## src/include/pacp_pkg.sv

```systemverilog
// Notes on behaviour
// - User mode keeps pins high; request low restarts.
// - Status held low through power-on delay.
// - Complete low until configuration finishes.
// - Top data pin: data in, status out.
// - After configuration port pins become user I/O.
// - Request fall drives complete low within 800 ns.
// - Request fall pulls status low within 800 ns.
// - Status low 10 to 100 us.
// - Busy within 20 ns, lasting 7 to 45 ns.
// - Read strobe shows ready state within 20 ns.
// - Oscillator start-up takes 20 to 100 us.
// - User clock enabled after 40 ns, 299 periods.
// - JTAG request aborts and overrides this port.
// - No decompression under JTAG configuration.
// - User I/O tristated during JTAG configuration.
// - Data pins tristated outside active configuration.
package pacp_pkg;

  localparam int CLK_NS = 20;
  localparam int TW = 17;

  // **************************************************
  // Timing figures and their cycle counts
  // **************************************************
  localparam int CF2CD_MAX_NS = 800;
  localparam int STATUS_MIN_US = 10;
  localparam int CD2UM_MIN_US = 20;
  localparam int CD2CU_MIN_NS = 40;
  localparam int USR_PERIODS = 299;
  localparam int POR_CYCLES_DEF = 5000;
  localparam int IMAGE_BYTES_DEF = 1024;

  localparam logic [TW-1:0] STATUS_CYC = TW'((STATUS_MIN_US * 1000 + CLK_NS - 1) / CLK_NS);
  localparam logic [TW-1:0] CD2UM_CYC = TW'((CD2UM_MIN_US * 1000 + CLK_NS - 1) / CLK_NS);
  localparam logic [TW-1:0] CD2CU_CYC = TW'((CD2CU_MIN_NS + CLK_NS - 1) / CLK_NS);
  localparam logic [TW-1:0] USR_CYC = TW'(USR_PERIODS);
  localparam int CF2CD_CYC = CF2CD_MAX_NS / CLK_NS;

  // **************************************************
  // States and carriers
  // **************************************************
  typedef enum logic [2:0] {
    PACP_POR = 3'h0,
    PACP_RESET = 3'h1,
    PACP_CFG = 3'h3,
    PACP_START = 3'h2,
    PACP_USER = 3'h6,
    PACP_JTAG = 3'h7
  } pacp_state_e;

  typedef struct packed {
    logic chip_select_low;
    logic chip_select;
    logic write_strobe_n;
    logic read_strobe_n;
    logic [7:0] data;
  } pacp_host_s;

  typedef struct packed {
    logic valid;
    logic [7:0] data;
  } pacp_byte_s;

endpackage

```

## src/rtl/pacp_port.sv

```systemverilog
`timescale 1ns/1ps
`default_nettype none
module pacp_port
  import pacp_pkg::*;
#(
  parameter int POR_CYCLES = POR_CYCLES_DEF,
  parameter int IMAGE_BYTES = IMAGE_BYTES_DEF
) (
  input wire logic i_sys_clk,
  input wire logic i_reset_n,
  input wire logic i_clk_en,
  input wire logic i_config_request_n,
  input wire pacp_host_s i_host,
  input wire logic i_user_startup_clock,
  input wire logic i_usr_clk_opt,
  input wire logic i_byte_error,
  input wire logic i_jtag_config_req,
  input wire logic i_jtag_config_done,
  input wire logic i_decompress_opt,
  output logic o_config_status_n_o,
  output logic o_config_status_n_oe,
  output logic o_config_complete,
  output logic o_data_msb_status_o,
  output logic o_data_msb_status_oe,
  output logic o_ready_busy_n,
  output pacp_byte_s o_byte,
  output logic o_startup_clk_enable,
  output logic o_user_mode,
  output logic o_user_io_enable,
  output logic o_io_tristate,
  output logic o_decompress_ok
);
  localparam int BW = $clog2(IMAGE_BYTES + 1);

  if (POR_CYCLES < 1 || POR_CYCLES >= (1 << TW)) begin : g_chk_por
    $error("POR_CYCLES out of range");
  end
  if (IMAGE_BYTES < 1) begin : g_chk_img
    $error("IMAGE_BYTES must be positive");
  end

  pacp_state_e state_q;
  logic ws_prev_q;
  logic usr_prev_q;
  logic [BW-1:0] bytes_q;
  logic selected;
  logic ws_rise;
  logic capture;
  logic last_byte;
  logic usr_rise;
  logic t_load;
  logic [TW-1:0] t_value;
  logic t_done;
  logic u_load;
  logic u_done;
  logic to_reset;

  // **************************************************
  // Strobe edges and byte capture
  // **************************************************
  assign selected = i_host.chip_select && !i_host.chip_select_low;
  assign ws_rise = !ws_prev_q && i_host.write_strobe_n;
  assign capture = (state_q == PACP_CFG) && ws_rise && selected;
  assign last_byte = (bytes_q == BW'(IMAGE_BYTES - 1));
  assign usr_rise = !usr_prev_q && i_user_startup_clock;

  always_ff @(posedge i_sys_clk or negedge i_reset_n) begin
    if (!i_reset_n) begin
      ws_prev_q <= 1'b1;
      usr_prev_q <= 1'b0;
    end else if (i_clk_en) begin
      ws_prev_q <= i_host.write_strobe_n;
      usr_prev_q <= i_user_startup_clock;
    end
  end

  // Busy is one clock wide, 20 ns, from the cycle the rising edge is seen.
  assign o_ready_busy_n = !capture;

  always_ff @(posedge i_sys_clk or negedge i_reset_n) begin
    if (!i_reset_n) begin
      o_byte <= '0;
    end else if (i_clk_en) begin
      o_byte.valid <= capture;
      if (capture) begin
        o_byte.data <= i_host.data;
      end
    end
  end

  always_ff @(posedge i_sys_clk or negedge i_reset_n) begin
    if (!i_reset_n) begin
      bytes_q <= '0;
    end else if (i_clk_en) begin
      if (state_q != PACP_CFG) begin
        bytes_q <= '0;
      end else if (capture) begin
        bytes_q <= bytes_q + BW'(1);
      end
    end
  end

  // **************************************************
  // Status read-back on the top data pin
  // **************************************************
  // Only the device in active configuration drives, so chained parts never fight.
  always_ff @(posedge i_sys_clk or negedge i_reset_n) begin
    if (!i_reset_n) begin
      o_data_msb_status_oe <= 1'b0;
      o_data_msb_status_o <= 1'b1;
    end else if (i_clk_en) begin
      o_data_msb_status_oe <= (state_q == PACP_CFG) && !i_host.read_strobe_n;
      o_data_msb_status_o <= o_ready_busy_n;
    end
  end

  // **************************************************
  // Configuration sequence
  // **************************************************
  assign to_reset = !i_config_request_n || ((state_q == PACP_CFG) && i_byte_error);

  always_comb begin
    t_load = 1'b0;
    t_value = STATUS_CYC;
    u_load = 1'b0;
    if (i_jtag_config_req && state_q != PACP_JTAG) begin
      t_load = 1'b0;
    end else if (state_q == PACP_JTAG) begin
      t_load = 1'b1;
      t_value = i_jtag_config_done ? CD2UM_CYC : STATUS_CYC;
      u_load = 1'b1;
    end else if (to_reset) begin
      t_load = 1'b1;
    end else if (state_q == PACP_CFG && capture && last_byte) begin
      t_load = 1'b1;
      t_value = i_usr_clk_opt ? CD2CU_CYC : CD2UM_CYC;
      u_load = 1'b1;
    end
  end

  pacp_timer #(
    .RESET_VAL(TW'(POR_CYCLES))
  ) u_main_timer (
    .i_sys_clk(i_sys_clk),
    .i_reset_n(i_reset_n),
    .i_clk_en(i_clk_en),
    .i_load(t_load),
    .i_value(t_value),
    .i_step(1'b1),
    .o_done(t_done)
  );

  // Counts user clock periods once that clock is enabled.
  pacp_timer #(
    .RESET_VAL(USR_CYC)
  ) u_usr_timer (
    .i_sys_clk(i_sys_clk),
    .i_reset_n(i_reset_n),
    .i_clk_en(i_clk_en),
    .i_load(u_load),
    .i_value(USR_CYC),
    .i_step(o_startup_clk_enable && usr_rise),
    .o_done(u_done)
  );

  always_ff @(posedge i_sys_clk or negedge i_reset_n) begin
    if (!i_reset_n) begin
      state_q <= PACP_POR;
    end else if (i_clk_en) begin
      if (i_jtag_config_req && state_q != PACP_JTAG) begin
        state_q <= PACP_JTAG;
      end else if (state_q == PACP_JTAG) begin
        if (i_jtag_config_done) begin
          state_q <= PACP_START;
        end else if (!i_jtag_config_req) begin
          state_q <= PACP_RESET;
        end
      end else if (to_reset && state_q != PACP_POR) begin
        state_q <= PACP_RESET;
      end else begin
        unique case (state_q)
          PACP_POR: begin
            if (t_done) begin
              state_q <= i_config_request_n ? PACP_CFG : PACP_RESET;
            end
          end
          PACP_RESET: begin
            if (t_done) begin
              state_q <= PACP_CFG;
            end
          end
          PACP_CFG: begin
            if (capture && last_byte) begin
              state_q <= PACP_START;
            end
          end
          PACP_START: begin
            if (t_done && (!i_usr_clk_opt || u_done)) begin
              state_q <= PACP_USER;
            end
          end
          PACP_USER: begin
            state_q <= PACP_USER;
          end
          default: begin
            state_q <= PACP_RESET;
          end
        endcase
      end
    end
  end

  // **************************************************
  // Pin and mode outputs
  // **************************************************
  assign o_config_status_n_o = 1'b0;
  assign o_config_status_n_oe = (state_q == PACP_POR) || (state_q == PACP_RESET);
  assign o_config_complete = (state_q == PACP_START) || (state_q == PACP_USER);
  assign o_startup_clk_enable = (state_q == PACP_START) && i_usr_clk_opt && t_done;
  assign o_user_mode = (state_q == PACP_USER);
  assign o_user_io_enable = (state_q == PACP_USER);
  assign o_io_tristate = (state_q == PACP_JTAG);
  assign o_decompress_ok = i_decompress_opt && (state_q != PACP_JTAG);
endmodule
`default_nettype wire

```

## src/rtl/pacp_timer.sv

```systemverilog
`timescale 1ns/1ps
`default_nettype none
module pacp_timer
  import pacp_pkg::*;
#(
  parameter logic [TW-1:0] RESET_VAL = '0
) (
  input wire logic i_sys_clk,
  input wire logic i_reset_n,
  input wire logic i_clk_en,
  input wire logic i_load,
  input wire logic [TW-1:0] i_value,
  input wire logic i_step,
  output logic o_done
);
  logic [TW-1:0] cnt_q;

  // Load wins over a step so that a restart always runs the full count.
  always_ff @(posedge i_sys_clk or negedge i_reset_n) begin
    if (!i_reset_n) begin
      cnt_q <= RESET_VAL;
    end else if (i_clk_en) begin
      if (i_load) begin
        cnt_q <= i_value;
      end else if (i_step && cnt_q != '0) begin
        cnt_q <= cnt_q - TW'(1);
      end
    end
  end

  assign o_done = (cnt_q == '0);
endmodule
`default_nettype wire

```

## config.mk

```make
export PLATFORM = sky130hd
export DESIGN_NAME = pacp_port
export DESIGN_NICKNAME = d
export VERILOG_FILES = /design/src/include/pacp_pkg.sv /design/src/rtl/pacp_port.sv /design/src/rtl/pacp_timer.sv
export SDC_FILE = /design/constraint.sdc
export NUM_CORES = 1
export LEC_CHECK = 0
export BUFFER_PORTS_ARGS = -buffer_cell sky130_fd_sc_hd__buf_2
export CELL_PAD_IN_SITES_DETAIL_PLACEMENT = 0
export CELL_PAD_IN_SITES_GLOBAL_PLACEMENT = 1
export CORE_MARGIN = 5
export CORE_UTILIZATION = 49
export CTS_CLUSTER_DIAMETER = 100
export DETAILED_ROUTE_END_ITERATION = 10
export PLACE_DENSITY_LB_ADDON = 0.25
export SYNTH_ARGS = -nofsm -noshare
export SYNTH_HDL_FRONTEND = slang
export SYNTH_HIERARCHICAL = 1
export SYNTH_SLANG_ARGS = --single-unit
```

## constraint.sdc

```tcl
create_clock -name i_sys_clk -period 5.54 [get_ports i_sys_clk]
set_input_delay 1.385 -clock i_sys_clk [delete_from_list [all_inputs] [get_ports i_sys_clk]]
set_output_delay 1.385 -clock i_sys_clk [all_outputs]
set_load 0.1 [all_outputs]
```

== Yosys cells after proc, flatten, opt, wreduce, memory -nomap -nowiden ==
Cells that the tools add are included.

* Register bits after elaboration: 61
* Bits of input ports: 22
* Output and inout port bits: 20
* Word-level logic and storage cells: 99

* $add $sub $neg: 3
* Eq/ne operators: 13
* Mux-type cells: 30
* Reduce and logical (&&, ||, !) cells: 43

{| class="wikitable"
|+ Operators by type and width
! kind !! number
|-
| $mux 17 || 4
|-
| $mux 10 || 6
|-
| $logic_not 17->1 || 2
|-
| $reduce_bool 17->1 || 2
|-
| $sub 17x1->17 const B || 2
|-
| $mux 3 || 9
|-
| $mux 11 || 2
|-
| $logic_and 1x1->1 || 18
|-
| $ne 5x5->1 const B || 3
|-
| $pmux 3 s5 || 1
|-
| $add 11x1->11 const B || 1
|-
| $eq 11x10->1 const B || 1
|-
| $reduce_and 2->1 || 4
|-
| $logic_not 1->1 || 7
|-
| $mux 1 || 7
|-
| $eq 3x2->1 const B || 2
|-
| $eq 3x3->1 const B || 2
|-
| $reduce_and 6->1 || 1
|-
| $reduce_bool 2->1 || 3
|-
| $ne 5x2->1 const B || 1
|-
| $logic_or 1x1->1 || 4
|-
| $ne 4x3->1 const B || 1
|-
| $eq 3x1->1 const B || 1
|-
| $logic_not 3->1 || 1
|-
| 4 further kinds || 4
|}

== Depth between registers and ports, before layout ==
* Depth in word-level cells: 12
* Gate-level depth with buffers: 11
* Depth with buffers taken out: 11

== By module ==
The synthesis kept the hierarchy.

{| class="wikitable"
|+ Modules (own cells, without submodules)
! module !! times used !! cells an instance !! area an instance (µm²) !! seq. area each (µm²)
|-
| pacp_timer || 2 || 137 || 1193.6 || 431.7
|-
| pacp_port || 1 || 156 || 1547.7 || 678.2
|}

== Worst setup path after synthesis ==
No wires, ideal clock.

* Path kind: reg2out
* Start: register state_q[1]
* End: output port o_user_mode
* Data arrival time: 2444 ps
* Path slack: 1711 ps
* Stages on the path, launching flop included: 5
* Buffers on the path: 2
* Cell sequence: dfrtp_1 -> buf_4 -> nand2_1 -> nor2_1 -> buf_4

* Word-level cells in the longest chain between the ends: 1

{| class="wikitable"
|+ RTL lines
! item !! RTL line !! text
|-
| start: declaration || pacp_port.sv:42 || <nowiki>pacp_state_e state_q;</nowiki>
|-
| start signal: assignment || pacp_port.sv:184 || <nowiki>state_q <= i_config_request_n ? PACP_CFG : PACP_RESET;</nowiki>
|-
| $eq 3x3->1 || n/a ||
|-
| end: declaration || pacp_port.sv:28 || <nowiki>output logic o_user_mode,</nowiki>
|}

Every way passes these cells.

== Worst setup path after layout ==
* Start: register u_main_timer.cnt_q[0]
* End: output port o_startup_clk_enable

* Word-level cells in the longest chain between the ends: 2

{| class="wikitable"
|+ RTL lines
! item !! RTL line !! text
|-
| start: declaration || pacp_timer.sv:16 || <nowiki>logic [TW-1:0] cnt_q;</nowiki>
|-
| start signal: assignment || pacp_timer.sv:24 || <nowiki>cnt_q <= i_value;</nowiki>
|-
| start signal: assignment || pacp_timer.sv:26 || <nowiki>cnt_q <= cnt_q - TW'(1);</nowiki>
|-
| $logic_not 17->1 || pacp_timer.sv:31 || <nowiki>assign o_done = (cnt_q == '0);</nowiki>
|-
| named net t_done || pacp_port.sv:53 || <nowiki>logic t_done;</nowiki>
|-
| $logic_and 1x1->1 || pacp_port.sv:219 || <nowiki>assign o_startup_clk_enable = (state_q == PACP_START) && i_usr_clk_opt && t_done;</nowiki>
|-
| end: declaration || pacp_port.sv:27 || <nowiki>output logic o_startup_clk_enable,</nowiki>
|}

The timed path passes the listed nets, and every way through them passes these cells.

==> metrics.txt <==
Mapped Area=0.00394 mm2; layout overhead on the synthesized area=14.0%; slowest CP cell=or4b_2; share of cells above drive strength 1=about a fifth; Power Dens Cells=approximately 450 mW/mm2; CTS Buffer Depth=2; Pleak=between 0.0015 and 0.002 uW; synthesis warning total=6; largest net degree at the start of global routing=62; Worst Setup End Kind=output port; Slew @ Worst Pin=0.791 ns; initial antenna violation count=0; crit-path cells=inv_1, ha_1, or4b_2, nor2_1, and2_1, buf_2; IO Count=42; Total Routing Usage GR=20.2%; predominant post-synthesis flop cell=dfrtp_1; final core occ=57.7%; detailed-route wire length=9.61 mm; Buf+Inv Stages, Crit Path=2; Pre-antenna DRT Iters=4; Clock Latency Late Sink=between 0.3 and 0.4 ns; required time of the critical path=4.16 ns; FP Rows=32; Synth Area in Simple Gates=31.7%; Max IR drop VDD=0.306 mV; post-CTS setup buffers=0; #FFs+latches synth=61; max_cap viols=0; CP Max Fanout=6; clock-pin slew on the worst setup and hold paths=roughly 0.080 ns; critical path data arrival time=roughly 2.6 ns; Initial Utilization=about half; GPL Wtd Cong=0.828; setup TNS=0 ns; Final min period=4.00 ns; Root Driver=clkbuf_8; mux cell area share after synthesis=slightly below 6%; diodes inserted=0; area leader, netlist=dfrtp_1; Initial DRC Count=174; family with the most delay on the worst path=simple AND/OR/NAND/NOR gates; FMAX=0.250 GHz; WHS=0.501 ns; Synth async-reset ratio=100%; unrepaired setup endpoints after global routing=false; Yosys top cell area share=a little under a third; reg2reg start=u_main_timer/cnt_q[0]; vias in the first global route=3511; Synth Area in Adders=1.21%; number of flops mapped to enable cells by yosys=0; DR WL/cell=15.9 um; first-pass GRT wire length=16.5 mm; Setup CP Type=reg2out; unique cell type count in the Yosys netlist=69; clock tree sinks=61; DR vias/cell=5.78; main combinational cell family by area after synthesis=simple AND/OR/NAND/NOR gates; final-stage net count=521; most common cell after layout, fill and taps aside=dfrtp_1; largest stage delay on the critical path=0.62 ns; compound-gate portion of the synthesized area=15.7%; Rel. slew slack=a little under half; Die ar.=0.00992 mm2; Post-Synth XOR/XNOR Area=~2.0%; post-synthesis sequential area ratio=39.2%; Mapped Cells=430; Num CTS Buffers=9; grt ovf=0; Setup Skew=around 0.0093 ns; Area contributors post-synth=dfrtp_1, dfstp_2, mux2_2; commonest non-fill, non-tap cells in the layout=dfrtp_1, nor2_1, buf_2; startpoint type of the worst setup path=register; syn avg cell area=9.15 um2; die height=99.6 um; CTS H-tree lvls=3; run status=finished, final reports clean; period utilisation layout=72.2%; core box area=0.00777 mm2; max-slew violations=0; port bufs=40; Final Total Pwr=2010 uW; antenna-violating nets left=0; CTS tree=built; Die X-Extent=99.6 um; Hold Startpoint=usr_prev_q; CP Launch Point=u_main_timer/cnt_q[0]; post_cts resized=0; hold crit path type=reg2reg; Finish-stage setup viols=0; hpwl dp=6.78 mm; total number of vias=3487; CTS Hold Bufs=0; final hold vios=0; # DRC=0
-- synth_stat cells (4+ instances only) --
| master | n |
|---|---|
| clkbuf_1 | 8 |
| dfstp_2 | 12 |
| nor4_1 | 13 |
| mux2i_1 | 6 |
| buf_2 | 7 |
| a221o_1 | 8 |
| inv_1 | 18 |
| xnor2_1 | 6 |
| and4_1 | 4 |
| nand2b_1 | 4 |
| nor3_2 | 4 |
| nor3b_1 | 5 |
| and2_1 | 4 |
| or4_1 | 7 |
| a22oi_1 | 6 |
| o211ai_1 | 5 |
| nand2_1 | 36 |
| o22ai_1 | 4 |
| nor3_1 | 20 |
| nor2b_1 | 11 |
| a211oi_1 | 6 |
| dfrtp_1 | 49 |
| mux2_2 | 15 |
| a21oi_1 | 8 |
| o21ai_0 | 20 |
| nor2_1 | 45 |
| nand3_1 | 20 |
| nand4_1 | 9 |
-- worst paths after layout --
check	endpoint	slack, ns	depth (start not counted)
setup / recovery	o_startup_clk_enable	1.54	6
hold / removal	usr_prev_q	0.50	1
setup reg to reg	u_usr_timer/cnt_q[13]	2.14	11
hold reg to reg	usr_prev_q	0.50	1
max in group asynchronous	o_byte[0]	3.82	2
min in group asynchronous	u_main_timer/cnt_q[4]	1.21	2
-- worst reg2reg max path, stage by stage, from the launching register on --
cell	delay [ns]
dfrtp_1	0.44
inv_1	0.08
ha_1	0.21
or4b_2	0.62
nor2_1	0.25
and2_1	0.23
and3b_1	0.34
nor2b_1	0.23
nand2_1	0.14
a311oi_1	0.32
mux2_2	0.37
nor2_1	0.10
-- layer usage --
| metal | share of wire, % | GRT usage [%] | up-vias |
|---|---|---|---|
| met5 | 0 | 0 | - |
| met4 | 0.51 | 5.46 | 0 |
| met3 | 4.1 | 4.00 | 4 |
| met2 | 50 | 34.9 | 72 |
| met1 | 45 | 25.7 | 1694 |
| li1 | - | - | 1717 |
-- state kept, by name, indices dropped and copies added, names as in the netlist --
name,cells
u_main_timer/cnt_q,17
o_data_msb_status_oe,1
ws_prev_q,1
o_byte,9
u_usr_timer/cnt_q,17
bytes_q,11
usr_prev_q,1
state_q,3
o_data_msb_status_o,1
-- through the flow --
stage	std cells	cell area (um2)	setup WS, ns
after floorplan	460	4050	1.71
after global placement	587	4310	1.59
after detailed placement	587	4310	1.50
after CTS	603	4480	1.52
after global routing	603	4480	1.44
final	603	4480	1.54
-- cells by family after synthesis --
family / count (synthesis)
buffers and inverters: 37
AOI/OAI and AO/OA: 84
other: 2
muxes: 21
and+or+nand+nor: 212
xor gates and xnor gates: 9
adders and majority gates: 4
DFF: 61
-- layout make-up --
class                   count  area [um2]
clock inverters             5        36.3
fillers                   742        3280
repair buffers             44         230
flip-flops and latches     61        1540
well taps                 102         128
inverters                  18        67.6
multi-input cells         362        2340
clock buffers              11         141
-- report_power, final --
group	internal, uW	switching (uW)	leakage [uW]
registers	611	217	0.000726
logic	270	553	0.000999
clock network	175	188	0.0000815
Note: power is estimated with default switching activity, not from simulation.
